File: config.mk
export PLATFORM = sky130hd
export DESIGN_NAME = an_lt_control_inputs
export DESIGN_NICKNAME = d
export VERILOG_FILES = /design/src/an_lt_ctrl_pkg.sv /design/src/an_lt_control_inputs.sv
export SDC_FILE = /design/constraint.sdc
export NUM_CORES = 1
export LEC_CHECK = 0
export BUFFER_PORTS_ARGS = -buffer_cell sky130_fd_sc_hd__buf_2
export CAP_MARGIN = 5
export CORE_ASPECT_RATIO = 1.75
export CORE_MARGIN = 2
export CORE_UTILIZATION = 58
export CTS_BUF_LIST = sky130_fd_sc_hd__clkbuf_2
export DETAILED_ROUTE_END_ITERATION = 8
export HOLD_SLACK_MARGIN = 0.03
export PLACE_DENSITY = 0.82
export REMOVE_ABC_BUFFERS = 1
export SYNTH_ARGS = -nofsm -noshare
export SYNTH_HDL_FRONTEND = slang
export SYNTH_SLANG_ARGS = --single-unit
File: constraint.sdc
create_clock -name clk -period 11.13 [get_ports clk]
set_input_delay 1.113 -clock clk [delete_from_list [all_inputs] [get_ports clk]]
set_output_delay 1.113 -clock clk [all_outputs]
set_load 0.01 [all_outputs]
File: src/an_lt_ctrl_pkg.sv
package an_lt_ctrl_pkg;

  // ****************************************************************
  // Widths
  // ****************************************************************
  localparam int ADV_W   = 15;
  localparam int LANES   = 4;
  localparam int SEED_W  = 11;
  localparam int COEF_W  = 6;
  localparam int STAT_W  = 4;
  localparam int PIN_W   = ADV_W + 2 + 3 * LANES + SEED_W + COEF_W + STAT_W;

  // ****************************************************************
  // Register offsets (byte addresses)
  // ****************************************************************
  localparam logic [7:0] OFS_CTRL   = 8'h00;
  localparam logic [7:0] OFS_ADV    = 8'h04;
  localparam logic [7:0] OFS_LANE   = 8'h08;
  localparam logic [7:0] OFS_COEF   = 8'h0c;
  localparam logic [7:0] OFS_SEED   = 8'h10;
  localparam logic [7:0] OFS_STATUS = 8'h14;

  // ****************************************************************
  // Field positions
  // ****************************************************************
  localparam int CTRL_SRC_BIT     = 0;
  localparam int CTRL_ENABLE_BIT  = 1;
  localparam int CTRL_RESTART_BIT = 2;
  localparam int LANE_INIT_LSB    = 4;
  localparam int STATUS_RXT_LSB   = 2;
  localparam int STATUS_MISS_BIT  = 6;

  // ****************************************************************
  // Reset values
  // ****************************************************************
  localparam logic [2:0]        RST_CTRL = 3'h0;
  localparam logic [ADV_W-1:0]  RST_ADV  = 15'h0000;
  localparam logic [7:0]        RST_LANE = 8'h00;
  localparam logic [9:0]        RST_COEF = 10'h000;
  localparam logic [SEED_W-1:0] RST_SEED = 11'h001;

  typedef enum logic [1:0] {
    ST_MISSION,
    ST_LOAD,
    ST_TRAIN,
    ST_DONE
  } train_state_t;

endpackage

File: src/an_lt_control_inputs.sv
// Our own choices: register access over Wishbone and the register offsets.
`timescale 1ns/10ps
// Overview of operation
// RULE1 - An advertise bit at one advertises that protocol in the codeword
// RULE2 - Training enable low means no training and all lanes in mission mode
// RULE3 - Restart sends training back to its start from any state
// RULE4 - Host sets a lane's trained bit only once its receive training ends
// RULE5 - Per-lane preset bit is copied into that lane's frame control block
// RULE6 - Per-lane initialize bit goes into that lane's frame control block
// RULE7 - Lane 0 pattern generator is loaded from the eleven-bit seed
// RULE8 - Lane 0 post, main and pre tap update requests go into control block
// RULE9 - Lane 0 post and main tap status values go into the status block
// RULE10 - Direct pins act only when registers are not selected as source; the lane receiver trained pins act always
// RULE11 - Bit i of every four-bit lane control applies to lane i
module an_lt_control_inputs
  import an_lt_ctrl_pkg::*;
(
  input  wire logic              clk,
  input  wire logic              reset_n,
  input  wire logic              wb_cyc_i,
  input  wire logic              wb_stb_i,
  input  wire logic              wb_we_i,
  input  wire logic [7:0]        wb_adr_i,
  input  wire logic [3:0]        wb_sel_i,
  input  wire logic [31:0]       wb_dat_i,
  output logic      [31:0]       wb_dat_o,
  output logic                   wb_ack_o,
  input  wire logic [ADV_W-1:0]  protocol_advertise_bits,
  input  wire logic              training_enable_in,
  input  wire logic              training_restart_in,
  input  wire logic [LANES-1:0]  lane_receiver_trained,
  input  wire logic [LANES-1:0]  preset_request_out_bits,
  input  wire logic [LANES-1:0]  initialize_request_out_bits,
  input  wire logic [SEED_W-1:0] lane0_pattern_seed,
  input  wire logic [1:0]        lane0_post_tap_update,
  input  wire logic [1:0]        lane0_main_tap_update,
  input  wire logic [1:0]        lane0_pre_tap_update,
  input  wire logic [1:0]        lane0_post_tap_status,
  input  wire logic [1:0]        lane0_main_tap_status,
  output logic      [ADV_W-1:0]  codeword_advertise,
  output logic      [LANES-1:0]  frame_preset,
  output logic      [LANES-1:0]  frame_initialize,
  output logic      [COEF_W-1:0] frame_lane0_update,
  output logic      [STAT_W-1:0] frame_lane0_status,
  output logic      [LANES-1:0]  lane_mission_mode,
  output logic                   training_active,
  output logic      [SEED_W-1:0] lane0_pattern_state
);

  // ****************************************************************
  // Reset release and pin synchronisers
  // ****************************************************************
  logic [1:0]       rst_sync_q;
  logic             rst_n;
  logic [PIN_W-1:0] pin_s1_q, pin_s2_q, pin_s3_q, pin_acc_q, pin_acc_d;
  wire  [PIN_W-1:0] pin_raw;

  always_ff @(posedge clk or negedge reset_n) begin
    if (!reset_n) rst_sync_q <= 2'h0;
    else          rst_sync_q <= {rst_sync_q[0], 1'b1};
  end
  assign rst_n = rst_sync_q[1];

  assign pin_raw = {protocol_advertise_bits, training_enable_in,
                    training_restart_in, lane_receiver_trained,
                    preset_request_out_bits, initialize_request_out_bits,
                    lane0_pattern_seed, lane0_post_tap_update,
                    lane0_main_tap_update, lane0_pre_tap_update,
                    lane0_post_tap_status, lane0_main_tap_status};

  // A bit is accepted once stages two and three agree
  assign pin_acc_d = ((pin_s2_q ~^ pin_s3_q) & pin_s3_q)
                   | ((pin_s2_q ^ pin_s3_q) & pin_acc_q);

  always_ff @(posedge clk or negedge rst_n) begin
    if (!rst_n) begin
      pin_s1_q  <= '0;
      pin_s2_q  <= '0;
      pin_s3_q  <= '0;
      pin_acc_q <= '0;
    end else begin
      pin_s1_q  <= pin_raw;
      pin_s2_q  <= pin_s1_q;
      pin_s3_q  <= pin_s2_q;
      pin_acc_q <= pin_acc_d;
    end
  end

  wire [ADV_W-1:0]  p_adv;
  wire              p_en, p_rst;
  wire [LANES-1:0]  p_rxt, p_pre, p_ini;
  wire [SEED_W-1:0] p_seed;
  wire [COEF_W-1:0] p_coef;
  wire [STAT_W-1:0] p_stat;
  assign {p_adv, p_en, p_rst, p_rxt, p_pre, p_ini,
          p_seed, p_coef, p_stat} = pin_acc_q;

  // ****************************************************************
  // Wishbone register file
  // ****************************************************************
  logic [2:0]        ctrl_q;
  logic [ADV_W-1:0]  adv_q;
  logic [7:0]        lane_q;
  logic [9:0]        coef_q;
  logic [SEED_W-1:0] seed_q;
  logic [31:0]       rd_d;
  train_state_t      state_q, state_d;

  wire wb_req  = wb_cyc_i && wb_stb_i && !wb_ack_o;
  // Writes land at the edge where the master samples ack high
  wire wb_wr   = wb_cyc_i && wb_stb_i && wb_ack_o && wb_we_i;
  wire wr_ctrl = wb_wr && wb_sel_i[0] && wb_adr_i == OFS_CTRL;
  wire wr_adv  = wb_wr && wb_adr_i == OFS_ADV;
  wire wr_lane = wb_wr && wb_sel_i[0] && wb_adr_i == OFS_LANE;
  wire wr_coef = wb_wr && wb_adr_i == OFS_COEF;
  wire wr_seed = wb_wr && wb_adr_i == OFS_SEED;
  wire reg_src = ctrl_q[CTRL_SRC_BIT];

  function automatic logic [31:0] merge(input logic [31:0] old,
                                        input logic [31:0] wd,
                                        input logic [3:0]  be);
    logic [31:0] r;
    r = old;
    for (int b = 0; b < 4; b++) begin
      if (be[b]) r[8*b +: 8] = wd[8*b +: 8];
    end
    return r;
  endfunction

  // Picks register or pin copy of a control field
  function automatic logic [15:0] pick(input logic        sel,
                                       input logic [15:0] rv,
                                       input logic [15:0] pv);
    return sel ? rv : pv;
  endfunction

  wire [31:0] adv_m  = merge({17'h0, adv_q}, wb_dat_i, wb_sel_i);
  wire [31:0] coef_m = merge({22'h0, coef_q}, wb_dat_i, wb_sel_i);
  wire [31:0] seed_m = merge({21'h0, seed_q}, wb_dat_i, wb_sel_i);

  always_comb begin
    case (wb_adr_i)
      OFS_CTRL:   rd_d = {30'h0, ctrl_q[1:0]};
      OFS_ADV:    rd_d = {17'h0, adv_q};
      OFS_LANE:   rd_d = {24'h0, lane_q};
      OFS_COEF:   rd_d = {22'h0, coef_q};
      OFS_SEED:   rd_d = {21'h0, seed_q};
      OFS_STATUS: rd_d = {25'h0, lane_mission_mode[0], p_rxt, state_q};
      default:    rd_d = 32'h0000_0000;
    endcase
  end

  always_ff @(posedge clk or negedge rst_n) begin
    if (!rst_n) begin
      wb_ack_o <= 1'b0;
      wb_dat_o <= 32'h0000_0000;
      ctrl_q   <= RST_CTRL;
      adv_q    <= RST_ADV;
      lane_q   <= RST_LANE;
      coef_q   <= RST_COEF;
      seed_q   <= RST_SEED;
    end else begin
      wb_ack_o <= wb_req;
      wb_dat_o <= wb_req && !wb_we_i ? rd_d : 32'h0000_0000;
      ctrl_q[CTRL_RESTART_BIT] <= wr_ctrl && wb_dat_i[CTRL_RESTART_BIT];
      if (wr_ctrl) ctrl_q[1:0] <= wb_dat_i[1:0];
      if (wr_adv)  adv_q  <= adv_m[ADV_W-1:0];
      if (wr_lane) lane_q <= wb_dat_i[7:0];
      if (wr_coef) coef_q <= coef_m[9:0];
      if (wr_seed) seed_q <= seed_m[SEED_W-1:0];
    end
  end

  // ****************************************************************
  // Source selection
  // ****************************************************************
  wire [15:0] adv_w  = pick(reg_src, {1'b0, adv_q}, {1'b0, p_adv}); // RULE10
  wire [15:0] lane_w = pick(reg_src, {8'h0, lane_q}, {8'h0, p_ini, p_pre});
  wire [15:0] cf_w   = pick(reg_src, {6'h0, coef_q}, {6'h0, p_coef, p_stat});
  wire [15:0] seed_w = pick(reg_src, {5'h0, seed_q}, {5'h0, p_seed});
  wire [15:0] en_w   = pick(reg_src, {15'h0, ctrl_q[CTRL_ENABLE_BIT]},
                            {15'h0, p_en});
  wire [ADV_W-1:0]  sel_adv  = adv_w[ADV_W-1:0];
  wire [LANES-1:0]  sel_pre  = lane_w[LANES-1:0];
  wire [LANES-1:0]  sel_ini  = lane_w[LANE_INIT_LSB +: LANES];
  wire [SEED_W-1:0] sel_seed = seed_w[SEED_W-1:0];
  wire [COEF_W-1:0] sel_coef = reg_src ? cf_w[COEF_W-1:0]
                                       : cf_w[STAT_W +: COEF_W];
  wire [STAT_W-1:0] sel_stat = reg_src ? cf_w[COEF_W +: STAT_W]
                                       : cf_w[STAT_W-1:0];
  wire              sel_en   = en_w[0];
  wire [LANES-1:0]  sel_rxt  = p_rxt;

  // Restart from pin edge or register pulse
  logic p_rst_prev_q;
  wire  restart_ev = reg_src ? ctrl_q[CTRL_RESTART_BIT]
                             : (p_rst && !p_rst_prev_q);

  // ****************************************************************
  // Training sequencer
  // ****************************************************************
  always_comb begin
    state_d = state_q;
    if (!sel_en) state_d = ST_MISSION;                                 // RULE2
    else if (restart_ev) state_d = ST_LOAD;                            // RULE3
    else begin
      case (state_q)
        ST_MISSION: state_d = ST_LOAD;
        ST_LOAD:    state_d = ST_TRAIN;
        ST_TRAIN:   state_d = &sel_rxt ? ST_DONE : ST_TRAIN;           // RULE4
        ST_DONE:    state_d = ST_DONE;
        default:    state_d = ST_MISSION;
      endcase
    end
  end

  wire [SEED_W-1:0] lfsr_next = {lane0_pattern_state[SEED_W-2:0],
                                 lane0_pattern_state[10]
                                 ^ lane0_pattern_state[8]};

  always_ff @(posedge clk or negedge rst_n) begin
    if (!rst_n) begin
      state_q             <= ST_MISSION;
      p_rst_prev_q        <= 1'b0;
      lane0_pattern_state <= RST_SEED;
      codeword_advertise  <= RST_ADV;
      frame_preset        <= '0;
      frame_initialize    <= '0;
      frame_lane0_update  <= '0;
      frame_lane0_status  <= '0;
      lane_mission_mode   <= '1;
      training_active     <= 1'b0;
    end else begin
      state_q      <= state_d;
      p_rst_prev_q <= p_rst;
      if (state_d == ST_LOAD)
        lane0_pattern_state <= sel_seed;                               // RULE7
      else if (state_d == ST_TRAIN)
        lane0_pattern_state <= lfsr_next;
      codeword_advertise <= sel_adv;                                   // RULE1
      frame_preset       <= sel_pre;                        // RULE5 RULE11
      frame_initialize   <= sel_ini;                        // RULE6 RULE11
      frame_lane0_update <= sel_coef;                                  // RULE8
      frame_lane0_status <= sel_stat;                                  // RULE9
      lane_mission_mode  <= {LANES{state_d == ST_MISSION}};            // RULE2
      training_active    <= state_d == ST_LOAD || state_d == ST_TRAIN;
    end
  end
endmodule

==> results_dict.tcl, run 1 <==
set metrics [dict create \
    grt.overflow.total 0 \
    worst_setup_path_end_kind "async pin" \
    layout_min_cycle_time_ns 2.86 \
    cts_root_buffer "clkbuf_2" \
    slowest_delay_ns 1.08 \
    routed_wl_microns 20800 \
    critical_path.top_delay_family "buffers and inverters" \
    fin_ws_ns 8.27 \
    antenna_found_initial 2 \
    post_cts_buffers 0 \
    hpwl_microns 14100 \
    timing.setup.tns_ns 0 \
    required_ns 11.87 \
    mappedNetlistArea_sq_um 11000 \
    h-tree-depth 3 \
    tritoncts "yes" \
    path_class "flop to async pin" \
    fmax_mhz 350 \
    drive_above_1_share_pct 40.7 \
    worstSetupStartpoint "rst_sync_q[1]" \
    setup_viol 0 \
    avgRoutedWirePerCell_microns 17.9 \
    syn2layout_area_growth_pct 13.6 \
    synth_edf_count 0 \
    cp_num_buf_inv 2 \
    outcome "finished clean" \
    worstSkewPairLatency_ns 0.82 \
    place_congestion 0.817 \
    die_y_microns 187 \
    io_buffers 144 \
    routed_via_density 5.31 \
    critPathMostFrequentCell "buf_4" \
    drv_cap 0 \
    tightest_slew_ns 1.03 \
    pwr-share-seq_pct 59.0 \
    leakage_nw 6.52 \
    seq_area_frac_synth_pct 71.2 \
    synthArstFlopShare_pct 100 \
    final_area_sq_um 12500 \
    nNetsFinal 1020 \
    nFillCells 1327 \
    grt_max_degree 87 \
    ys_top_cells_by_count "dfrtp_1, mux2_2, ha_1, a21o_1, buf_4" \
    sw_frac_of_total_pct 26.7 \
    hold_path_class "input pin to async pin" \
    drtIter0Drc 293 \
    clock-sinks 314 \
    start_util_pct 59.2 \
    grt_usage_pct 21.5 \
    reg2reg_from "rst_sync_q[1]" \
    crit_slowest_cell "dfrtp_4" \
    finClkSkew_ns 0.0836 \
    fin_crit_sh_pct 25.7 \
    cts_buffers 70 \
    pwr-share-comb_pct 10.5 \
    place_inst 1035 \
    drcViolationCount 0 \
    relSlewSlack_pct 31.6 \
    finish.utilization_pct 67.2 \
    synthTopCellsByArea "dfrtp_1, mux2_2, ha_1, a21o_1, mux2i_1" \
    die-area_sq_um 20200 \
    synth_cell_types 40 \
    rows 66 \
    synthCells 667 \
    core_sq_um 18700 \
    power_frac_clock_pct 30.5 \
    yosysMostFrequentCell "dfrtp_1" \
    ios 181 \
    dp_slack_ns 7.62 \
    irDropWorstVdd_uv 93.8 \
    grt_pass1_wl_microns 33200 \
    synth_top_cell_by_area "dfrtp_1" \
    stdcell_count 1159 \
    ant_nets 0 \
    start_kind "flop" \
    cts_hold_buf 0 \
    path_cells "buf_4 -> buf_4" \
    p_per_area_nw_per_um2 173 \
    ys.flop_type "dfrtp_1" \
    cts_resized 0 \
    worst-path-max-fanout 86 \
    rsz0062_at_grt "no" \
    syn_avg_cell_area_sq_um 16.6 \
    synth-seq-cells 314 \
    final_max_slew_viol_count 0 \
    postPlaceCellArea_sq_um 11900 \
    p_int_mw 1.59 \
    drtPass1Iterations 5 \
    num_vias 6152 \
    finalHoldViolCount 0 \
    netlist.area_leader.share_pct 70.5 \
    arrival_ns 3.60 \
    clk_pin_slew_worst_paths_ns 0.10 \
    die_x_microns 108 \
    grt_pass1_vias 6807 \
    p_switching_mw 0.580 \
    clock_path_buffers 3 \
    ys_warn_count 0 \
]
==> cell families (layout without fill, tap and decap cells) <==
| logic type | count (synthesis) | count (layout) | synth area share (%) |
|---|---|---|---|
| other | 2 | 20 | 0.0680 |
| muxes | 116 | 116 | 11.8 |
| and+or+nand+nor | 59 | 59 | 3.52 |
| DFF | 314 | 314 | 71.2 |
| xor gates and xnor gates | 1 | 1 | 0.0793 |
| AOI/OAI and AO/OA | 84 | 84 | 5.36 |
| buffers and inverters | 39 | 275 | 2.08 |
| adders and majority gates | 52 | 52 | 5.89 |
==> metrics by stage <==
| step | power, mW | hold slack [ns] |
|---|---|---|
| 6_report | 2.17 | 0.136 |
| 5_1_grt | 2.31 | 0.0394 |
| 4_1_cts | 2.21 | 0.0608 |
| 3_5_place_dp | 1.54 | 0.335 |
| 3_3_place_gp | 1.52 | 0.331 |
| 2_1_floorplan | 1.43 | 0.331 |
==> layout make-up <==
cell class | instances | area, sq um | area share, %
inverter | 5 | 18.8 | 0.150
multi-input combinational | 330 | 3010 | 24.0
tap | 238 | 298 | 2.37
timing repair buffer | 148 | 751 | 5.98
antenna | 2 | 5.00 | 0.0399
sequential | 314 | 7870 | 62.7
clock buffer | 110 | 551 | 4.39
clock inverter | 12 | 45.0 | 0.359
==> final timing paths <==
check / endpoint / slack [ns] / cells past startpoint
min in group clk: pin_s2_q[3] / 0.33 / 0
min: rst_sync_q[1] / 0.14 / 1
max in group clk: seed_q[3] / 8.40 / 5
max: pin_s2_q[30] / 8.27 / 2
max reg2reg: pin_s2_q[30] / 8.27 / 2
min reg2reg: pin_s2_q[3] / 0.33 / 0
==> cell usage in the layout, fill, tap and decap left out, types with 3 or more instances in the layout <==
cell type,synthesis,layout
a21oi_1,10,10
mux2_2,95,95
inv_2,0,4
buf_2,4,144
dfrtp_1,311,309
a22oi_1,9,9
mux2i_1,19,19
dfstp_2,3,3
nor2_1,17,17
clkbuf_2,0,110
clkinv_1,0,8
buf_4,21,4
a21o_1,51,51
o22ai_1,9,9
nand2_1,10,10
and2_1,6,6
inv_1,5,5
ha_1,52,52
nor2b_1,5,5
conb_1,2,18
==> flip-flops by register name (all words and copies together), names as in the netlist, 3 cells and up <==
signal and count:
frame_preset 4, seed_q 11, coef_q 10, pin_s2_q 50
codeword_advertise 15, frame_lane0_update 6, pin_s3_q 50, lane0_pattern_state 11
pin_s1_q 50, pin_acc_q 50, ctrl_q 3, frame_lane0_status 4
adv_q 15, lane_q 8, frame_initialize 4, wb_dat_o 15
==> worst register-to-register path, delay by kind of cell (launching register included) <==
kind	cells	cell delay, ns
buffers and inverters	2	1.72
flip-flops	1	1.08
==> power by group through the flow <==
stage | Sequential (mW) | Combinational (mW) | Clock (mW)
3_3_place_gp | 1.30 | 0.221 | 0
6_report | 1.28 | 0.227 | 0.664
2_1_floorplan | 1.32 | 0.104 | 0
4_1_cts | 1.28 | 0.232 | 0.691
3_5_place_dp | 1.31 | 0.230 | 0
5_1_grt | 1.29 | 0.257 | 0.754
==> per-layer routing <==
| layer | vias up | wire length [microns] | GRT usage, % | share of wire, % |
|---|---|---|---|---|
| met5 | - | 0 | 0 | 0 |
| met2 | 205 | 11400 | 37.4 | 55 |
| met1 | 3157 | 7490 | 23.5 | 36 |
| met3 | 37 | 1330 | 6.18 | 6.4 |
| li1 | 2753 | - | - | - |
| met4 | 0 | 552 | 11.0 | 2.7 |
Power figures use the tool's default switching activity.
==> inputs of run 2 (changes only) <==
==> constraint.sdc (replaced) <==
create_clock -name clk -period 3 [get_ports clk]
set_input_delay 0.3 -clock clk [delete_from_list [all_inputs] [get_ports clk]]
set_output_delay 0.3 -clock clk [all_outputs]
set_load 0.01 [all_outputs]
==> results_dict.tcl, run 2 (synthesis results as in run 1) <==
set metrics [dict create \
    cts_root_buffer "clkbuf_2" \
    avgRoutedWirePerCell_microns 18.4 \
    rsz0062_at_grt "no" \
    most-common-layout-cells "dfrtp_1, buf_2, clkbuf_2" \
    routed_via_density 5.24 \
    final_max_slew_viol_count 0 \
    finClkSkew_ns 0.0594 \
    grt_usage_pct 23.8 \
    p_per_area_nw_per_um2 615 \
    outcome "finished clean" \
    relSlewSlack_pct 50.9 \
    fin_crit_sh_pct 86.2 \
    path_class "flop to flop" \
    die_y_microns 187 \
    clock_path_buffers 3 \
    final_common_cell "dfrtp_1" \
    sw_frac_of_total_pct 26.6 \
    p_switching_mw 2.20 \
    p_int_mw 6.05 \
    antenna_found_initial 1 \
    finalHoldViolCount 0 \
    hold_path_class "input pin to flop" \
    die-area_sq_um 20200 \
    cts_buffers 68 \
    rows 66 \
    irDropWorstVdd_uv 315 \
    leakage_nw 6.87 \
    ios 181 \
    start_util_pct 59.2 \
    pwr-share-comb_pct 11.5 \
    start_kind "flop" \
    place_inst 1038 \
    pwr-share-seq_pct 57.7 \
    worstSkewPairLatency_ns 0.78 \
    core_sq_um 18700 \
    routed_wl_microns 22700 \
    tritoncts "yes" \
    grt_max_degree 95 \
    grt.overflow.total 0 \
    h-tree-depth 3 \
    ant_nets 0 \
    drive_above_1_share_pct 36.9 \
    place_congestion 0.856 \
    io_buffers 144 \
    stdcell_count 1232 \
    drtPass1Iterations 4 \
    clock-sinks 314 \
    worst_setup_path_end_kind "flop" \
    grt_pass1_wl_microns 36900 \
    postPlaceCellArea_sq_um 12000 \
    hpwl_microns 14500 \
    worst-path-max-fanout 7 \
    tightest_slew_ns 0.736 \
    num_vias 6455 \
    die_x_microns 108 \
    nNetsFinal 1101 \
    setup_viol 0 \
    syn2layout_area_growth_pct 21.5 \
    drv_cap 0 \
    total_power_mw 8.25 \
    arrival_ns 3.26 \
    power_frac_clock_pct 30.8 \
    grt_pass1_vias 7466 \
    drcViolationCount 0 \
    required_ns 3.67 \
    final_area_sq_um 13400 \
    finish.utilization_pct 71.9 \
    layout_min_cycle_time_ns 2.59 \
    drtIter0Drc 320 \
    fmax_mhz 387 \
    clk_pin_slew_worst_paths_ns 0.12 \
]
## run 2: worst paths after layout
| path | start | endpoint | slack, ns | cells after the start |
|---|---|---|---|---|
| min in group asynchronous | rst_sync_q[1] | pin_s1_q[8] | 0.32 | 0 |
| min | wb_adr_i[4] | ctrl_q[2] | 0.14 | 3 |
| max in group asynchronous | rst_sync_q[1] | pin_s3_q[36] | 1.70 | 2 |
| max | wb_ack_o | adv_q[13] | 0.41 | 5 |
| max reg2reg | wb_ack_o | adv_q[13] | 0.41 | 5 |
| min reg2reg | pin_s1_q[0] | pin_s2_q[0] | 0.31 | 0 |
## run 2: metrics by stage
step	setup slack (ns)	TNS [ns]	hold slack, ns
after floorplan	-6.39	-1987.04	0.00441
after detailed placement	0.734	0	0.0887
after global placement	0.823	0	0.0849
final	0.414	0	0.135
after CTS	0.494	0	0.0835
after global routing	0.380	0	0.0666
## run 2: cell type report
| class | instances | area, sq um |
|---|---|---|
| timing repair buffer | 231 | 1620 |
| clock inverter | 16 | 115 |
| sequential | 314 | 7870 |
| inverter | 5 | 18.8 |
| multi-input combinational | 330 | 3010 |
| clock buffer | 96 | 480 |
| fill | 1211 | 5240 |
| antenna | 2 | 5.00 |
| tap | 238 | 298 |
## run 2: worst max-delay path, cell delays in order, from the launching register on
cell and delay (ns):
dfrtp_1 0.40, and4_1 0.40, nand2_1 0.21, nor4_4 0.51, mux2_2 0.40, dlygate4sd3_1 0.56
## run 2: routing by layer
metal	GRT usage [%]	part of all wire [%]	wire, microns	up-vias
met2	41.2	54	12300	238
met4	12.3	4.0	907	0
li1	-	-	-	2905
met1	26.5	36	8250	3243
met3	6.29	5.4	1220	69
met5	0	0	0	-
## run 2: repair_timing
action	4_1_cts	5_1_grt
gates resized for setup	0	0
hold buffers	80	0
setup buffers	0	0
endpoints found under the hold margin	103	0
## run 2: power by group through the flow
stage               clock network (mW)  logic (mW)  registers (mW)
CTS                               2.62       0.956            4.76
detailed placement                   0       0.871            4.85
floorplan                            0       0.387            4.91
global route                      2.88        1.06            4.80
global placement                     0       0.837            4.82
finish                            2.54       0.950            4.76
==> inputs of run 3 (changes only) <==
--- a/config.mk
+++ b/config.mk
@@ -9,11 +9,11 @@
 export CAP_MARGIN = 5
 export CORE_ASPECT_RATIO = 1.75
 export CORE_MARGIN = 2
-export CORE_UTILIZATION = 58
+export CORE_UTILIZATION = 60
 export CTS_BUF_LIST = sky130_fd_sc_hd__clkbuf_2
 export DETAILED_ROUTE_END_ITERATION = 8
 export HOLD_SLACK_MARGIN = 0.03
-export PLACE_DENSITY = 0.82
+export PLACE_DENSITY = 0.84
 export REMOVE_ABC_BUFFERS = 1
 export SYNTH_ARGS = -nofsm -noshare
 export SYNTH_HDL_FRONTEND = slang
==> constraint.sdc (replaced) <==
create_clock -name clk -period 3.2 [get_ports clk]
set_input_delay 0.32 -clock clk [delete_from_list [all_inputs] [get_ports clk]]
set_output_delay 0.32 -clock clk [all_outputs]
set_load 0.01 [all_outputs]
==> results_dict.tcl, run 3 (synthesis results as in run 1) <==
set metrics [dict create \
    outcome "finished clean" \
    io_buffers 144 \
    p_per_area_nw_per_um2 589 \
    ios 181 \
    grt_pass1_wl_microns 36200 \
    place_congestion 0.810 \
    avgRoutedWirePerCell_microns 18.2 \
    final_area_sq_um 13500 \
    setup_viol 0 \
    relSlewSlack_pct 45.7 \
    leakage_nw 6.90 \
    die_x_microns 107 \
    routed_via_density 5.22 \
    hold_ws_ns 0.109 \
    r2r_setup_slack_ns 0.74 \
    irDropWorstVdd_uv 430 \
    postPlaceCellArea_sq_um 12000 \
    fin_crit_sh_pct 76.9 \
    most-common-layout-cells "dfrtp_1, buf_2, clkbuf_2" \
    tritoncts "yes" \
    r2r_cells 8 \
    rsz0062_at_grt "no" \
    whs_path_depth 4 \
    hold_path_startpoint "wb_adr_i[2]" \
    tightest_slew_ns 0.815 \
    drcViolationCount 0 \
    final_common_cell "dfrtp_1" \
    drtPass1Iterations 4 \
    drv_cap 0 \
    cts_buffers 68 \
    h-tree-depth 3 \
    nNetsFinal 1099 \
    grt_max_degree 80 \
    layout_min_cycle_time_ns 2.46 \
    finClkSkew_ns 0.0392 \
    reg2reg_to "lane0_pattern_state[10]" \
    start_kind "flop" \
    num_vias 6417 \
    hpwl_microns 14500 \
    routed_wl_microns 22400 \
    finalHoldViolCount 0 \
    worst_setup_path_end_kind "flop" \
    clock-sinks 314 \
    final_max_slew_viol_count 0 \
    holdPathEnd "wb_dat_o[14]" \
    grt_usage_pct 24.1 \
    die-area_sq_um 19600 \
    rows 65 \
    antenna_found_initial 1 \
    hold_path_class "input pin to flop" \
    grt_pass1_vias 7133 \
    clk_pin_slew_worst_paths_ns 0.11 \
    grt.overflow.total 0 \
    drtIter0Drc 251 \
    slowest_delay_ns 0.45 \
    path_cells "buf_4 -> a211oi_1 -> a21o_1 -> inv_1 -> ha_1 -> nor2_1 -> a21oi_1 -> mux2_2" \
    post_cts_buffers 0 \
    worstSkewPairLatency_ns 0.77 \
    reg2reg_from "ctrl_q[0]" \
    path_class "flop to flop" \
    fmax_mhz 406 \
    arrival_ns 3.09 \
    die_y_microns 183 \
    crit_slowest_cell "dfrtp_2" \
    drive_above_1_share_pct 37.4 \
    cts_root_buffer "clkbuf_2" \
    required_ns 3.83 \
    start_util_pct 61.2 \
    core_sq_um 18100 \
    worst-path-max-fanout 22 \
    ant_nets 0 \
    syn2layout_area_growth_pct 21.8 \
    clock_path_buffers 3 \
]
[run 3: changes by cell type in the layout (fill, tap and decap cells not counted)]
cell and delta:
clkbuf_2 +4, dlygate4sd3_1 -4, buf_4 +3, bufinv_16 +2
buf_12 -1, clkinv_1 +1, clkinv_2 -1, diode_2 -1
inv_2 -1
[run 3: per-stage QoR]
stage          setup slack, ns  std cells  utilization, %  setup TNS, ns  power, mW
2_1_floorplan            -6.19        649               -       -1924.64       4.97
3_3_place_gp             0.931       1036            66.6              0       5.28
3_5_place_dp             0.842       1036            66.6              0       5.35
4_1_cts                  0.698       1229            74.5              0       8.00
5_1_grt                  0.575       1230            74.5              0       8.34
6_report                 0.739       1230            74.5              0       7.92
[run 3: power by group]
group          switching (mW)  internal (mW)
combinational           0.435          0.441
sequential              0.197           4.27
clock                    1.43           1.15
[run 3: worst max-delay path, delay by kind of cell, from the launching register on]
kind                       cells  cell delay, ns
buffers and inverters          2            0.31
adders and majority gates      1            0.44
muxes                          1            0.31
AOI/OAI and AO/OA              3            0.64
DFF                            1            0.45
and+or+nand+nor                1            0.21
[run 3: final cells by class]
cell class | instances | area, sq um
Tap cell | 234 | 293
Antenna cell | 1 | 2.50
Clock buffer | 100 | 500
Inverter | 5 | 18.8
Multi-Input combinational cell | 330 | 3010
Fill cell | 1137 | 4600
Timing Repair Buffer | 229 | 1590
Sequential cell | 314 | 7870
Clock inverter | 17 | 170
[run 3: layer usage]
metal,vias up,wire [microns],global-route usage (%)
li1,2900,-,-
met1,3277,8640,29.2
met2,200,12000,41.7
met3,40,1050,5.14
met4,0,665,10.6
met5,-,0,0
[run 3: repair_timing]
item                                    4_1_cts  5_1_grt
endpoints found under the setup margin        0        0
hold endpoints to repair                    101        0
resized for setup                             0        0
hold buffers                                 76        0
[run 3: worst max path at each step]
stage	end	slack (ns)	cells after the start	start
6_report	lane0_pattern_state[10]	0.74	8	ctrl_q[0]
5_1_grt	lane0_pattern_state[10]	0.57	8	ctrl_q[0]
4_1_cts	lane0_pattern_state[10]	0.70	8	ctrl_q[0]
3_5_place_dp	lane0_pattern_state[9]	0.84	8	ctrl_q[0]
3_3_place_gp	lane0_pattern_state[2]	0.93	8	ctrl_q[0]
2_1_floorplan	adv_q[0]	-6.19	0	rst_sync_q[1]
